$ cat config.mk
export PLATFORM = sky130hd
export DESIGN_NAME = ppo_option_logic
export DESIGN_NICKNAME = d
export VERILOG_FILES = /design/src/core/ppo_pkg.sv /design/src/core/ppo_target_calc.sv /design/src/core/ppo_option_logic.sv
export SDC_FILE = /design/constraint.sdc
export NUM_CORES = 1
export LEC_CHECK = 0
export ABC_CLOCK_PERIOD_IN_PS = 19900
export BUFFER_PORTS_ARGS = -buffer_cell sky130_fd_sc_hd__buf_4
export CAP_MARGIN = 10
export CORE_MARGIN = 8
export CORE_UTILIZATION = 60
export CTS_CLUSTER_SIZE = 16
export DETAILED_ROUTE_END_ITERATION = 7
export PLACE_DENSITY_LB_ADDON = 0.05
export RECOVER_POWER = 50
export SLEW_MARGIN = 0
export SYNTH_ARGS = -nofsm -noshare
export SYNTH_HDL_FRONTEND = slang
export SYNTH_SLANG_ARGS = --single-unit
$ cat constraint.sdc
create_clock -name CLK_I -period 19.9 [get_ports CLK_I]
set_input_delay 0.995 -clock CLK_I [delete_from_list [all_inputs] [get_ports CLK_I]]
set_output_delay 0.995 -clock CLK_I [all_outputs]
set_load 0.01 [all_outputs]
$ cat src/core/ppo_pkg.sv
// Package for the profile position option block: object indices, field layout,
// preset values and selector codes.
// Assumes a 16-bit object index bus driven by the fieldbus object dictionary logic.
package ppo_pkg;
   // Object indices
   localparam logic [15:0] IDX_MAX_ACCEL = 16'h60C5;
   localparam logic [15:0] IDX_MAX_DECEL = 16'h60C6;
   localparam logic [15:0] IDX_POS_OPT = 16'h60F2;
   localparam logic [15:0] IDX_TRACK_ERR = 16'h60F4;
   // Preset values
   localparam logic [31:0] RST_MAX_ACCEL = 32'h0000_1388;
   localparam logic [31:0] RST_MAX_DECEL = 32'h0000_1388;
   localparam logic [15:0] RST_POS_OPT = 16'h0001;
   localparam logic [31:0] RST_TRACK_ERR = 32'h0000_0000;
   // Option word field positions
   localparam int REL_LSB = 0;
   localparam int HSK_LSB = 4;
   localparam int ROT_LSB = 6;
   localparam int INTERP_LSB = 8;
   localparam int TOP_FLAG_POS = 15;
   // Controlword and statusword bit positions
   localparam int CW_NEW_SETPOINT = 5;
   localparam int CW_RELATIVE = 6;
   localparam int SW_SETPOINT_ACK = 12;
   // Two-bit selector codes
   typedef enum logic [1:0] {
      SEL_C0 = 2'b00,
      SEL_C1 = 2'b01,
      SEL_C2 = 2'b10,
      SEL_C3 = 2'b11
   } ppo_sel_t;
endpackage : ppo_pkg

$ cat src/core/ppo_target_calc.sv
// Target position calculator for one new setpoint.
// Assumes positions in user units and a range min < max; all inputs synchronous.
`timescale 1ns/1ns
`default_nettype none
module ppo_target_calc (
   input wire logic [1:0] rel_sel_i,
   input wire logic [1:0] rot_sel_i,
   input wire logic relative_i,
   input wire logic has_prev_i,
   input wire logic signed [31:0] setpoint_i,
   input wire logic signed [31:0] prev_target_i,
   input wire logic signed [31:0] ramp_pos_i,
   input wire logic signed [31:0] actual_pos_i,
   input wire logic signed [31:0] range_min_i,
   input wire logic signed [31:0] range_max_i,
   output logic signed [31:0] target_o,
   output logic dir_neg_o
);
   logic signed [31:0] base;
   logic signed [32:0] sum;
   logic signed [32:0] span;
   logic signed [32:0] diff;
   logic signed [32:0] wrapped;

   // Relative base selection, reserved code acts as code 00
   always_comb begin
      base = '0;
      if (relative_i) begin
         unique case (ppo_pkg::ppo_sel_t'(rel_sel_i))
            ppo_pkg::SEL_C1: base = ramp_pos_i;
            ppo_pkg::SEL_C2: base = actual_pos_i;
            ppo_pkg::SEL_C0, ppo_pkg::SEL_C3: base = has_prev_i ? prev_target_i : '0;
         endcase
      end
   end

   // Sum with wrap to the opposite range limit
   always_comb begin
      sum = 33'(base) + 33'(setpoint_i);
      span = 33'(range_max_i) - 33'(range_min_i);
      wrapped = sum;
      // Reaching the upper limit already folds over to the lower one
      if (sum >= 33'(range_max_i)) begin
         wrapped = sum - span;
      end else if (sum < 33'(range_min_i)) begin
         wrapped = sum + span;
      end
      target_o = wrapped[31:0];
   end

   // Direction choice per rotary option
   always_comb begin
      diff = 33'(target_o) - 33'(actual_pos_i);
      if (diff < 0) begin
         diff = diff + span;
      end
      unique case (ppo_pkg::ppo_sel_t'(rot_sel_i))
         ppo_pkg::SEL_C0: dir_neg_o = (33'(target_o) < 33'(actual_pos_i));
         ppo_pkg::SEL_C1: dir_neg_o = 1'b1;
         ppo_pkg::SEL_C2: dir_neg_o = 1'b0;
         ppo_pkg::SEL_C3: dir_neg_o = !((diff <<< 1) < span);
      endcase
   end
endmodule : ppo_target_calc
`default_nettype wire

$ cat src/core/ppo_option_logic.sv
// Profile position option logic: limit and option objects, setpoint
// handshake with automatic release, target and direction selection.
// Assumes a single-cycle object write/read port from the fieldbus stack and
// motion status from the trajectory generator on the same clock.
//
// How it works
// - Acceleration limit, 32 bits, preset 1388 hex, output to ramps.
// - Deceleration limit, 32 bits, preset 1388 hex, output to ramps.
// - Option word, 16 bits read/write, preset 0001 hex.
// - Fields: relative 1:0, handshake 5:4, rotary 7:6, interp 11:8, flag 15.
// - Relative base applies only when controlword bit 6 is set.
// - Code 00 adds to previous target, zero if none.
// - Code 01 adds to ramp generator output.
// - Code 10 adds to actual position; 11 reserved.
// - Auto release clears new setpoint, then clears setpoint acknowledge.
// - Code 00: device never clears new setpoint; master handshakes.
// - Code 01: release once current move reaches target.
// - Code 10: release at the earliest possible moment.
// - Rotary 00: linear, wrap at range limits, long moves allowed.
// - Rotary 01: negative direction only.
// - Rotary 10: positive direction only.
// - Rotary 11: shortest path, positive under half a turn.
// - Following error readable, signed 32 bits, preset zero.
// - Device may modify the controlword it receives.
`timescale 1ns/1ns
`default_nettype none
module ppo_option_logic (
   input wire logic CLK_I,
   input wire logic RST_N_I,
   // Object access port
   input wire logic OBJ_WR_I,
   input wire logic [15:0] OBJ_IDX_I,
   input wire logic [31:0] OBJ_WDATA_I,
   output logic [31:0] OBJ_RDATA_O,
   output logic OBJ_ERR_O,
   // Controlword from master
   input wire logic CW_WR_I,
   input wire logic [15:0] CW_WDATA_I,
   // Motion status
   input wire logic signed [31:0] RAMP_POS_I,
   input wire logic signed [31:0] ACTUAL_POS_I,
   input wire logic signed [31:0] FOLLOW_ERR_I,
   input wire logic signed [31:0] RANGE_MIN_I,
   input wire logic signed [31:0] RANGE_MAX_I,
   input wire logic TARGET_REACHED_I,
   input wire logic SETPOINT_READY_I,
   // Outputs
   output logic [15:0] CW_O,
   output logic SETPOINT_ACK_O,
   output logic [31:0] MAX_ACCEL_O,
   output logic [31:0] MAX_DECEL_O,
   output logic signed [31:0] TARGET_O,
   output logic DIR_NEG_O,
   output logic TARGET_LOAD_O
);
   logic [31:0] max_accel_reg;
   logic [31:0] max_decel_reg;
   logic [15:0] pos_opt_reg;
   logic signed [31:0] track_err_reg;
   logic [15:0] cw_reg;
   logic ack_reg;
   logic has_prev_reg;
   logic signed [31:0] prev_target_reg;
   logic signed [31:0] target_reg;
   logic dir_neg_reg;
   logic load_reg;
   logic [31:0] rdata_reg;
   logic err_reg;
   logic move_busy_reg;
   logic [1:0] rel_sel;
   logic [1:0] hsk_sel;
   logic [1:0] rot_sel;
   logic signed [31:0] calc_target;
   logic calc_dir;
   logic new_sp_rise;
   logic release_now;

   ////////////////////////////////////////////////////////////////////////////
   // Field extraction
   ////////////////////////////////////////////////////////////////////////////

   assign rel_sel = pos_opt_reg[ppo_pkg::REL_LSB +: 2];
   assign hsk_sel = pos_opt_reg[ppo_pkg::HSK_LSB +: 2];
   assign rot_sel = pos_opt_reg[ppo_pkg::ROT_LSB +: 2];

   ////////////////////////////////////////////////////////////////////////////
   // Object registers
   ////////////////////////////////////////////////////////////////////////////

   always_ff @(posedge CLK_I) begin
      if (!RST_N_I) begin
         max_accel_reg <= ppo_pkg::RST_MAX_ACCEL;
      end else if (OBJ_WR_I && OBJ_IDX_I == ppo_pkg::IDX_MAX_ACCEL) begin
         max_accel_reg <= OBJ_WDATA_I;
      end
   end

   always_ff @(posedge CLK_I) begin
      if (!RST_N_I) begin
         max_decel_reg <= ppo_pkg::RST_MAX_DECEL;
      end else if (OBJ_WR_I && OBJ_IDX_I == ppo_pkg::IDX_MAX_DECEL) begin
         max_decel_reg <= OBJ_WDATA_I;
      end
   end

   always_ff @(posedge CLK_I) begin
      if (!RST_N_I) begin
         pos_opt_reg <= ppo_pkg::RST_POS_OPT;
      end else if (OBJ_WR_I && OBJ_IDX_I == ppo_pkg::IDX_POS_OPT) begin
         pos_opt_reg <= OBJ_WDATA_I[15:0];
      end
   end

   always_ff @(posedge CLK_I) begin
      if (!RST_N_I) begin
         track_err_reg <= ppo_pkg::RST_TRACK_ERR;
      end else begin
         track_err_reg <= FOLLOW_ERR_I;
      end
   end

   // Read mux and error on unknown index or read-only write
   always_ff @(posedge CLK_I) begin
      if (!RST_N_I) begin
         rdata_reg <= '0;
         err_reg <= 1'b0;
      end else begin
         err_reg <= 1'b0;
         unique case (OBJ_IDX_I)
            ppo_pkg::IDX_MAX_ACCEL: rdata_reg <= max_accel_reg;
            ppo_pkg::IDX_MAX_DECEL: rdata_reg <= max_decel_reg;
            ppo_pkg::IDX_POS_OPT: rdata_reg <= {16'h0000, pos_opt_reg};
            ppo_pkg::IDX_TRACK_ERR: begin
               rdata_reg <= track_err_reg;
               err_reg <= OBJ_WR_I;
            end
            default: begin
               rdata_reg <= '0;
               err_reg <= 1'b1;
            end
         endcase
      end
   end

   ////////////////////////////////////////////////////////////////////////////
   // Setpoint handshake
   ////////////////////////////////////////////////////////////////////////////

   assign new_sp_rise = CW_WR_I && CW_WDATA_I[ppo_pkg::CW_NEW_SETPOINT]
      && !cw_reg[ppo_pkg::CW_NEW_SETPOINT];

   always_comb begin
      release_now = 1'b0;
      unique case (ppo_pkg::ppo_sel_t'(hsk_sel))
         // Only a move that was actually started may count as arrived
         ppo_pkg::SEL_C1: release_now = ack_reg && move_busy_reg && TARGET_REACHED_I && !load_reg;
         ppo_pkg::SEL_C2: release_now = ack_reg && SETPOINT_READY_I;
         ppo_pkg::SEL_C0, ppo_pkg::SEL_C3: release_now = 1'b0;
      endcase
   end

   // controlword held, device clears new setpoint
   always_ff @(posedge CLK_I) begin
      if (!RST_N_I) begin
         cw_reg <= '0;
      end else if (CW_WR_I) begin
         cw_reg <= CW_WDATA_I;
      end else if (release_now) begin
         cw_reg[ppo_pkg::CW_NEW_SETPOINT] <= 1'b0;
      end
   end

   // acknowledge set on accept, cleared after release
   always_ff @(posedge CLK_I) begin
      if (!RST_N_I) begin
         ack_reg <= 1'b0;
      end else if (new_sp_rise) begin
         ack_reg <= 1'b1;
      end else if (!cw_reg[ppo_pkg::CW_NEW_SETPOINT]) begin
         ack_reg <= 1'b0;
      end
   end

   ////////////////////////////////////////////////////////////////////////////
   // Target computation
   ////////////////////////////////////////////////////////////////////////////

   ppo_target_calc u_calc (
      .rel_sel_i(rel_sel),
      .rot_sel_i(rot_sel),
      .relative_i(CW_WDATA_I[ppo_pkg::CW_RELATIVE]),
      .has_prev_i(has_prev_reg),
      .setpoint_i($signed(OBJ_WDATA_I)),
      .prev_target_i(prev_target_reg),
      .ramp_pos_i(RAMP_POS_I),
      .actual_pos_i(ACTUAL_POS_I),
      .range_min_i(RANGE_MIN_I),
      .range_max_i(RANGE_MAX_I),
      .target_o(calc_target),
      .dir_neg_o(calc_dir)
   );

   // latch new target on setpoint accept
   always_ff @(posedge CLK_I) begin
      if (!RST_N_I) begin
         target_reg <= '0;
         prev_target_reg <= '0;
         has_prev_reg <= 1'b0;
         dir_neg_reg <= 1'b0;
         load_reg <= 1'b0;
      end else begin
         load_reg <= new_sp_rise;
         if (new_sp_rise) begin
            target_reg <= calc_target;
            prev_target_reg <= calc_target;
            has_prev_reg <= 1'b1;
            dir_neg_reg <= calc_dir;
         end
      end
   end

   // Motion in progress tracker
   always_ff @(posedge CLK_I) begin
      if (!RST_N_I) begin
         move_busy_reg <= 1'b0;
      end else if (load_reg) begin
         move_busy_reg <= 1'b1;
      end else if (TARGET_REACHED_I) begin
         move_busy_reg <= 1'b0;
      end
   end

   ////////////////////////////////////////////////////////////////////////////
   // Outputs
   ////////////////////////////////////////////////////////////////////////////

   assign OBJ_RDATA_O = rdata_reg;
   assign OBJ_ERR_O = err_reg;
   assign CW_O = cw_reg;
   assign SETPOINT_ACK_O = ack_reg;
   assign MAX_ACCEL_O = max_accel_reg;
   assign MAX_DECEL_O = max_decel_reg;
   assign TARGET_O = target_reg;
   assign DIR_NEG_O = dir_neg_reg;
   assign TARGET_LOAD_O = load_reg;

   ////////////////////////////////////////////////////////////////////////////
   // Assertions
   ////////////////////////////////////////////////////////////////////////////

   property p_accel_write;
      @(posedge CLK_I) disable iff (!RST_N_I)
      OBJ_WR_I && OBJ_IDX_I == ppo_pkg::IDX_MAX_ACCEL |=> MAX_ACCEL_O == $past(OBJ_WDATA_I);
   endproperty
   a_accel_write: assert property (p_accel_write) else $error("accel limit not stored");

   property p_decel_write;
      @(posedge CLK_I) disable iff (!RST_N_I)
      OBJ_WR_I && OBJ_IDX_I == ppo_pkg::IDX_MAX_DECEL |=> MAX_DECEL_O == $past(OBJ_WDATA_I);
   endproperty
   a_decel_write: assert property (p_decel_write) else $error("decel limit not stored");

   property p_opt_readback;
      @(posedge CLK_I) disable iff (!RST_N_I)
      OBJ_WR_I && OBJ_IDX_I == ppo_pkg::IDX_POS_OPT ##1 !OBJ_WR_I && OBJ_IDX_I == ppo_pkg::IDX_POS_OPT
      |=> OBJ_RDATA_O[15:0] == $past(OBJ_WDATA_I[15:0], 2);
   endproperty
   a_opt_readback: assert property (p_opt_readback) else $error("option word readback wrong");

   property p_no_release_c0;
      @(posedge CLK_I) disable iff (!RST_N_I)
      (hsk_sel == 2'b00 || hsk_sel == 2'b11) && !CW_WR_I && cw_reg[ppo_pkg::CW_NEW_SETPOINT]
      |=> cw_reg[ppo_pkg::CW_NEW_SETPOINT];
   endproperty
   a_no_release_c0: assert property (p_no_release_c0) else $error("device cleared setpoint");

   property p_release_ack;
      @(posedge CLK_I) disable iff (!RST_N_I)
      release_now && !CW_WR_I |=> !cw_reg[ppo_pkg::CW_NEW_SETPOINT] ##1 !SETPOINT_ACK_O;
   endproperty
   a_release_ack: assert property (p_release_ack) else $error("ack not cleared after release");

   property p_fast_release;
      @(posedge CLK_I) disable iff (!RST_N_I)
      hsk_sel == 2'b10 && ack_reg && SETPOINT_READY_I && !CW_WR_I
      |=> !cw_reg[ppo_pkg::CW_NEW_SETPOINT];
   endproperty
   a_fast_release: assert property (p_fast_release) else $error("early release missed");

   property p_track_err;
      @(posedge CLK_I) disable iff (!RST_N_I)
      1'b1 |=> track_err_reg == $past(FOLLOW_ERR_I);
   endproperty
   a_track_err: assert property (p_track_err) else $error("following error stale");

   property p_rot_dir;
      @(posedge CLK_I) disable iff (!RST_N_I)
      new_sp_rise && rot_sel == 2'b01 |=> DIR_NEG_O && TARGET_LOAD_O;
   endproperty
   a_rot_dir: assert property (p_rot_dir) else $error("negative-only direction broken");
endmodule : ppo_option_logic
`default_nettype wire

Word level (Yosys, flattened, before mapping)
Index checks and enable logic that the tools add are counted.

storage, ports and cells
  register bits after elaboration = 198
  bits of input ports = 230
  word-level logic and storage cells = 75

operators by class
  add/sub/neg operators = 6
  order comparisons = 5
  mux-type cells = 16
  eq/ne operators = 14
  reduce and logical (&&, ||, !) cells = 20

operator list
  kind                                                                   count
  32-bit two-way mux                                                     5
  32-bit one-hot mux with 4 select lines                                 1
  32-bit one-hot mux with 3 select lines                                 1
  32-bit by 32-bit subtractor with 33-bit output                         2
  32-bit adder                                                           2
  16-bit by 15-bit == test with 1-bit output, second input constant      4
  32-bit by 32-bit adder with 33-bit output                              1
  33-bit by 32-bit >= comparator with 1-bit output                       1
  33-bit by 1-bit < comparator with 1-bit output, second input constant  1
  33-bit by 32-bit < comparator with 1-bit output                        1
  33-bit < comparator                                                    1
  32-bit < comparator                                                    1
  32-bit subtractor                                                      1
  2-bit == test, second input constant                                   6
  1-bit logical AND                                                      9
  2-bit by 1-bit == test with 1-bit output, second input constant        3
  2-bit logical NOT                                                      3
  1-bit two-way mux                                                      6
  1-bit one-hot mux with 4 select lines                                  1
  2-bit nonzero test                                                     2
  2-bit OR reduction                                                     2
  1-bit logical NOT                                                      3
  1-bit one-hot mux with 3 select lines                                  1
  3-bit OR reduction                                                     1
  2 further kinds                                                        2

Logic depth before layout (Yosys ltp)
Gate-level depths: netlist (run 1).

  depth after elaboration = 14
  gate-level depth with buffers = 63
  mapped depth without buffers = 58

Hierarchy
From an unflattened synthesis (run 1), not the netlist that was laid out.

unflattened totals
  cells, all modules = 2,685
  area, all modules = 20,823.7 um^2

by module, submodules not included
  module            area each (um^2)  cells an instance  times used  sequential area each (um^2)
  ppo_target_calc   13,510.5          1,951              1           0.0
  ppo_option_logic  7,313.3           734                1           3,963.8

Least setup slack after synthesis (run 1)
OpenSTA, ideal clock, no wires.

  path kind = reg2reg
  from = register pos_opt_reg[0]
  to = register dir_neg_reg, in the netlist DIR_NEG_O
  arrival time = 10.725 ns
  path buffers = 3
  cell stages (with the launch flop) = 55
  library setup time = 0.127 ns
  slack = 9.048 ns
  cell sequence = dfxtp_1 -> inv_1 -> ha_1 -> and2_1 -> clkbuf_1 -> clkbuf_1 -> a22oi_1 -> o21ai_0 -> and2_1 -> ha_1 -> fa_1 -> a211oi_1 -> o21ai_0 -> a21oi_1 -> a211o_1 -> and2_1 -> nor2_1 -> o311a_1 -> [... 19 more ...] -> xnor2_1 -> ha_1 -> a21o_1 -> a21o_1 -> o21ai_0 -> a21oi_1 -> o211ai_2 -> nand4_1 -> a21boi_2 -> and4b_1 -> a2111oi_1 -> ha_1 -> nand4_1 -> nor4_1 -> a221oi_1 -> mux2i_1 -> a21oi_1 -> or3_1

between the ends
  cells in the longest elaborated chain, start to end = 14

RTL lines
  item                                                                             RTL line                                      text
  from (decl)                                                                      ppo_option_logic.sv:58                        logic [15:0] pos_opt_reg;
  from (signal assigned)                                                           ppo_option_logic.sv:108                       pos_opt_reg <= ppo_pkg::RST_POS_OPT;
  from (signal assigned)                                                           ppo_option_logic.sv:110                       pos_opt_reg <= OBJ_WDATA_I[15:0];
  2-bit == test or 2-bit logical NOT (tied branches)                               ppo_target_calc.sv:29                         unique case (ppo_pkg::ppo_sel_t'(rel_sel_i))
  2-bit OR reduction                                                               ppo_target_calc.sv:29
  32-bit one-hot mux with 3 select lines *                                         ppo_target_calc.sv:29
  32-bit two-way mux *                                                             ppo_target_calc.sv:28                         if (relative_i) begin
  32-bit by 32-bit adder with 33-bit output *                                      ppo_target_calc.sv:39                         sum = 33'(base) + 33'(setpoint_i);
  32-bit adder or 33-bit by 32-bit < comparator with 1-bit output (tied branches)  ppo_target_calc.sv:46, ppo_target_calc.sv:45
  32-bit two-way mux                                                               ppo_target_calc.sv:45                         end else if (sum < 33'(range_min_i)) begin
  32-bit two-way mux *                                                             ppo_target_calc.sv:43                         if (sum >= 33'(range_max_i)) begin
  net calc_target[12]                                                              ppo_option_logic.sv:73                        logic signed [31:0] calc_target;
  32-bit by 32-bit subtractor with 33-bit output                                   ppo_target_calc.sv:53                         diff = 33'(target_o) - 33'(actual_pos_i);
  32-bit adder or 33-bit by 1-bit < comparator with 1-bit output (tied branches)   ppo_target_calc.sv:55, ppo_target_calc.sv:54
  32-bit two-way mux                                                               ppo_target_calc.sv:54                         if (diff < 0) begin
  33-bit < comparator                                                              ppo_target_calc.sv:61                         ppo_pkg::SEL_C3: dir_neg_o = !((diff <<< 1) < span);
  1-bit logical NOT                                                                ppo_target_calc.sv:61
  1-bit one-hot mux with 4 select lines *                                          ppo_target_calc.sv:57                         unique case (ppo_pkg::ppo_sel_t'(rot_sel_i))
  to (signal assigned)                                                             ppo_option_logic.sv:217                       dir_neg_reg <= calc_dir;
  to (decl)                                                                        ppo_option_logic.sv:65                        logic dir_neg_reg;

Mark *: on every way through the listed nets, which the timed path passes. The rest lies on a longest branch.
A chain may end at the register's enable or synchronous reset.

Worst setup path in the final report (run 1)
Same ends and word-level chain as after synthesis.

==> flow_summary.yaml, run 1 <==
sta:
  max_freq_mhz: 72.9
  min_period_ps: 13730
  finalMaxSlewViolations: 57
  fin_hold_ws_ps: 478
  setup_viol: 0
  finalCritPeriodShare: 0.690
  setup_tns_ps: 0
  grt_setup_unrepaired: "no"
  setup_ws_ps: 6170
  worst_pin_slew_ps: 2660
  hold_violations: 0
  fin_skew_ps: 11.1
  timing.slew.headroom: -0.770
setup_path:
  critPathCapture: "DIR_NEG_O$_SDFFE_PN0P_"
  ff2ff_path_depth: 56
  cp.arrival_ps: 14080
  critPathMaxFanout: 41
  crit_path_start_kind: "flop"
  crit_start: "pos_opt_reg[0]$_SDFFE_PN1P_"
  critPathKind: "flop to flop"
  worst_path_max_delay_cell: "nand2_1"
  crit_top_cell: "a21o_1"
  crit_required_ps: 20250
  cp-end-kind: "flop"
  r2r_slack_ps: 6170
  crit_path_max_incr_delay_ps: 540
  rr_endpoint: "DIR_NEG_O$_SDFFE_PN0P_"
  rr_startpoint: "pos_opt_reg[0]$_SDFFE_PN1P_"
logic_synthesis:
  synthArstFlopShare: 0
  syn_nets: 3319
  synth_edf_count: 0
  synth-seq-cells: 198
  synthCells: 2795
  synthesis.area_um2: 20800
  yosysSeqAreaShare: 0.190
  syn_avg_cell_area_um2: 7.44
  yosys_warnings: 0
  synth.distinct_cells: 103
  synth_ff_type: "dfxtp_1"
global_route:
  grt_usage: 0.371
  grt_pass1_vias: 22617
  grt_first_pass_wirelength_mm: 124
  grt_max_degree: 65
  globalRouteOverflowTotal: 0
  antenna_found_initial: 2
cts:
  post_cts_buffers: 0
  cts.path.max_buffers: 2
  ctsRootBufferMaster: "clkbuf_16"
  clock_sinks: 198
  cts_hold_buf: 0
  cts_max_level: 4
  clk_latency_ps: 460
  cts_tree: "built"
  cts-buffers-inserted: 17
  cts.clk_slew.worst_paths_ps: 80
  cts_resized: 0
placed_design:
  globalplace.congestion: 0.993
  io_buffers: 377
  dp.cells: 3545
  hpwl_mm: 64.9
  place_ws_ps: 6500
final_layout:
  area_growth_syn_to_layout_pct: 16.0
  final_core_util: 0.702
  layout_common_cells: "nand2_1 (322), a21oi_1 (316), ha_1 (287)"
  layout.nets: 3633
  drive_gt1_frac: 0.119
  layout_commonest_cell: "nand2_1"
  final_cells: 3579
min_path:
  hold_class: "flop to flop"
power_and_ir_drop:
  p_switching_mw: 2.04
  power_frac_clock: 0.096
  leakagePower_nw: 10.9
  switching_share: 0.513
  seqPwrFrac: 0.108
  ir_worst_vdd_uv: 123
  intPower_mw: 1.94
  p_comb_frac: 0.796
  p_per_area_nw_per_um2: 165
die:
  rows: 68
  ioPinCount: 378
  die_y_um: 202
  initial_core_util: 0.605
  design.core.area_um2: 34400
  die-width_um: 202
  dieArea_um2: 40900
drt:
  first_iter_violations: 2502
  drc: 0
  ant_nets: 0
  vias: 23276
  wl_per_cell_um: 22.5
  vias_per_cell: 6.50
  firstDrtPassIters: 8
  wl_mm: 80.5
status:
  violations: "max-capacitance violations, max-slew violations"
  outcome: "finished with violations"
run:
  max-cap-violations: 1
how the worst min path moves through the flow:
stage | from | end | slack [ps] | depth (start not counted)
after CTS | pos_opt_reg[13]$_SDFFE_PN0P_ | pos_opt_reg[13]$_SDFFE_PN0P_ | 470 | 2
after floorplan | has_prev_reg$_SDFFE_PN0P_ | has_prev_reg$_SDFFE_PN0P_ | 430 | 2
final | MAX_DECEL_O[4]$_SDFFE_PN0P_ | MAX_DECEL_O[4]$_SDFFE_PN0P_ | 480 | 2
after detailed placement | pos_opt_reg[13]$_SDFFE_PN0P_ | pos_opt_reg[13]$_SDFFE_PN0P_ | 460 | 2
after global routing | pos_opt_reg[3]$_SDFFE_PN0P_ | pos_opt_reg[3]$_SDFFE_PN0P_ | 500 | 2
after global placement | has_prev_reg$_SDFFE_PN0P_ | has_prev_reg$_SDFFE_PN0P_ | 450 | 2
final cells by class:
type	instances	area [um^2]
Timing Repair Buffer	407	2520
Clock buffer	17	425
Multi-Input combinational cell	2269	15600
Clock inverter	15	230
Inverter	216	812
Antenna cell	2	5.00
Fill cell	2919	10200
Tap cell	455	569
Sequential cell	198	3960
layer usage:
| metal | GRT usage | share of wire | vias to the layer above |
|---|---|---|---|
| met4 | 0.177 | 0.051 | 0 |
| met5 | 0 | 0 | - |
| met3 | 0.0605 | 0.096 | 253 |
| met1 | 0.450 | 0.39 | 10840 |
| met2 | 0.634 | 0.47 | 1422 |
| li1 | - | - | 10761 |
critical path: cells and delay by family, from the launching register on:
family / cells / cell delay, ps
XOR/XNOR: 3 / 830
AND/OR/NAND/NOR: 14 / 2600
AO/OA/AOI/OAI: 26 / 6000
buffers and inverters: 4 / 940
adder cells (fa/ha/maj): 7 / 2360
flip-flops: 1 / 390
multiplexers: 2 / 460
through the flow:
| stage | cell area (um^2) | power (mW) |
|---|---|---|
| after floorplan | 20800 | 2.75 |
| after detailed placement | 24000 | 3.50 |
| after CTS | 24700 | 3.90 |
| after global routing | 24100 | 4.29 |
| after global placement | 24000 | 3.40 |
| final | 24100 | 3.98 |
power by group through the flow:
stage,sequential [mW],combinational (mW),clock (mW)
2_1_floorplan,0.437,2.31,0
3_3_place_gp,0.436,2.97,0
3_5_place_dp,0.436,3.06,0
4_1_cts,0.427,3.09,0.382
5_1_grt,0.429,3.46,0.399
6_report,0.428,3.17,0.384
synthesized netlist by cell type (16+ instances only):
master	count	area share
mux2i_1	28	0.013
o21a_1	28	0.010
a21oi_1	316	0.076
a22oi_1	68	0.025
nand2b_1	26	0.0078
a222oi_1	16	0.0077
buf_2	18	0.0043
or3_1	27	0.0081
inv_1	208	0.038
clkbuf_1	89	0.016
dfxtp_1	198	0.19
o31ai_1	16	0.0058
a211oi_1	35	0.013
o21bai_1	27	0.0097
xnor2_1	74	0.031
o211ai_1	27	0.0097
and2_1	86	0.026
nand2_1	322	0.058
o21ai_0	136	0.033
nand3_1	46	0.011
xor2_1	37	0.016
a21o_1	96	0.035
nor3_1	41	0.0099
mux2_2	18	0.0097
ha_1	288	0.17
nor2_1	184	0.033
a31oi_1	23	0.0069
nand4_1	29	0.0087
nor2b_1	28	0.0084
logic make-up (layout without fill, tap and decap cells):
group / after synthesis / after routing / share of synthesized area
AO/OA/AOI/OAI: 949 / 949 / 0.300
XOR/XNOR: 111 / 111 / 0.0467
AND/OR/NAND/NOR: 869 / 869 / 0.200
multiplexers: 46 / 46 / 0.0232
other: 0 / 2 / 0
adder cells (fa/ha/maj): 294 / 294 / 0.179
flip-flops: 198 / 198 / 0.190
buffers and inverters: 328 / 655 / 0.0606
No activity file was read; power rests on OpenSTA's default activity.
==> inputs of run 2 (changes only) <==
Settings changed: ABC_CLOCK_PERIOD_IN_PS 19900 to 11900, CORE_UTILIZATION 60 to 53.
Clock period 19.9 ns to 11.9 ns, I/O delays scaled along.
==> run 2 against run 1 <==
  * The run still ends with max-capacitance violations, max-slew violations left
  * Final area grew 11%
  * Final cell count grew 8.4%
  * First-iteration DRC count grew 14%
  * Routed wire length grew 7.4%
  * Highest routed layer unchanged
==> flow_summary.yaml, run 2 (synthesized netlist as in run 1, its figures left out) <==
setup_path:
  crit_path_start_kind: "flop"
  crit_top_cell: "buf_4"
  cp-end-kind: "flop"
  critPathBufInv: 8
  worst_path_max_delay_cell: "xnor2_1"
  crit_path_max_incr_delay_ps: 520
  crit_required_ps: 12240
  critPathKind: "flop to flop"
  cp.arrival_ps: 11980
  critPathMaxFanout: 11
  cp_top_family: "compound AO/OA/AOI/OAI gates"
cts:
  cts_tree: "built"
  ctsRootBufferMaster: "clkbuf_16"
  cts_max_level: 4
  cts_hold_buf: 0
  cts-buffers-inserted: 17
  cts.clk_slew.worst_paths_ps: 80
  clock_sinks: 198
  cts.path.max_buffers: 2
  clk_latency_ps: 450
drt:
  firstDrtPassIters: 8
  vias_per_cell: 6.28
  wl_per_cell_um: 22.3
  ant_nets: 0
  wl_mm: 86.5
  first_iter_violations: 2855
  vias: 24353
  drc: 0
sta:
  setup_viol: 0
  finalCritPeriodShare: 0.978
  setup_tns_ps: 0
  max_freq_mhz: 85.9
  setup_ws_ps: 258
  hold_violations: 0
  worst_pin_slew_ps: 2220
  fin_hold_ws_ps: 349
  timing.slew.headroom: -0.488
  min_period_ps: 11640
  finalMaxSlewViolations: 100
  fin_skew_ps: 8.00
final_layout:
  final_cells: 3878
  fin_area_um2: 26700
  fillCellCount: 3385
  seq_area_um2: 3960
  drive_gt1_frac: 0.212
  layout_commonest_cell: "buf_4"
  final_core_util: 0.689
  multi_input_area_um2: 16300
  antenna_cells: 0
  area_growth_syn_to_layout_pct: 28.2
  layout.nets: 3871
  layout_common_cells: "buf_4 (499), nand2_1 (320), a21oi_1 (305)"
power_and_ir_drop:
  p_per_area_nw_per_um2: 300
  leakagePower_nw: 12.2
  power.total_mw: 8.02
  ir_worst_vdd_uv: 199
run:
  max-cap-violations: 2
global_route:
  globalRouteOverflowTotal: 0
  grt_first_pass_wirelength_mm: 129
  grt_pass1_vias: 23080
  antenna_found_initial: 0
  grt_max_degree: 60
  grt_usage: 0.346
placed_design:
  globalplace.congestion: 0.985
  place_ws_ps: -346
  placed_area_um2: 25800
  dp.cells: 3832
  io_buffers: 377
  hpwl_mm: 70.3
status:
  violations: "max-capacitance violations, max-slew violations"
  outcome: "finished with violations"
die:
  design.core.area_um2: 38700
  initial_core_util: 0.537
  die-width_um: 214
  rows: 72
  ioPinCount: 378
  die_y_um: 214
  dieArea_um2: 45900
min_path:
  hold_class: "primary input to flop"
==> run 2: timing repair <==
action                     4_1_cts  5_1_grt
pin swaps                        1       44
hold endpoints to repair         0        0
resized for setup               15      126
buffers inserted                 1       13
setup endpoints to repair        1        1
==> run 2: final cells by class <==
cell class | count | share of cell area
Clock inverter | 15 | 0.00783
Tap cell | 518 | 0.0243
Multi-Input combinational cell | 2269 | 0.609
Inverter | 216 | 0.0304
Timing Repair Buffer | 645 | 0.164
Sequential cell | 198 | 0.149
Clock buffer | 17 | 0.0159
==> run 2: path summary, 6_finish.rpt <==
check	to	slack, ps	cells past startpoint	start
max	DIR_NEG_O$_SDFFE_PN0P_	260	55	pos_opt_reg[0]$_SDFFE_PN1P_
min	track_err_reg[10]$_SDFF_PN0_	350	2	FOLLOW_ERR_I[10]
max reg2reg	DIR_NEG_O$_SDFFE_PN0P_	260	55	pos_opt_reg[0]$_SDFFE_PN1P_
min reg2reg	pos_opt_reg[11]$_SDFFE_PN0P_	460	2	pos_opt_reg[11]$_SDFFE_PN0P_
==> run 2: per-layer routing <==
layer | vias to the layer above | wire (um) | GRT usage
li1 | 11231 | - | -
met1 | 11523 | 35600 | 0.446
met2 | 1368 | 39700 | 0.578
met3 | 231 | 7460 | 0.0485
met4 | 0 | 3820 | 0.135
met5 | - | 0 | 0
==> run 2: where the power goes <==
part           internal (mW)  switching, mW  total [mW]
registers              0.690         0.0249       0.715
logic                   3.09           3.58        6.67
clock network          0.340          0.289       0.629
total                   4.12           3.90        8.02
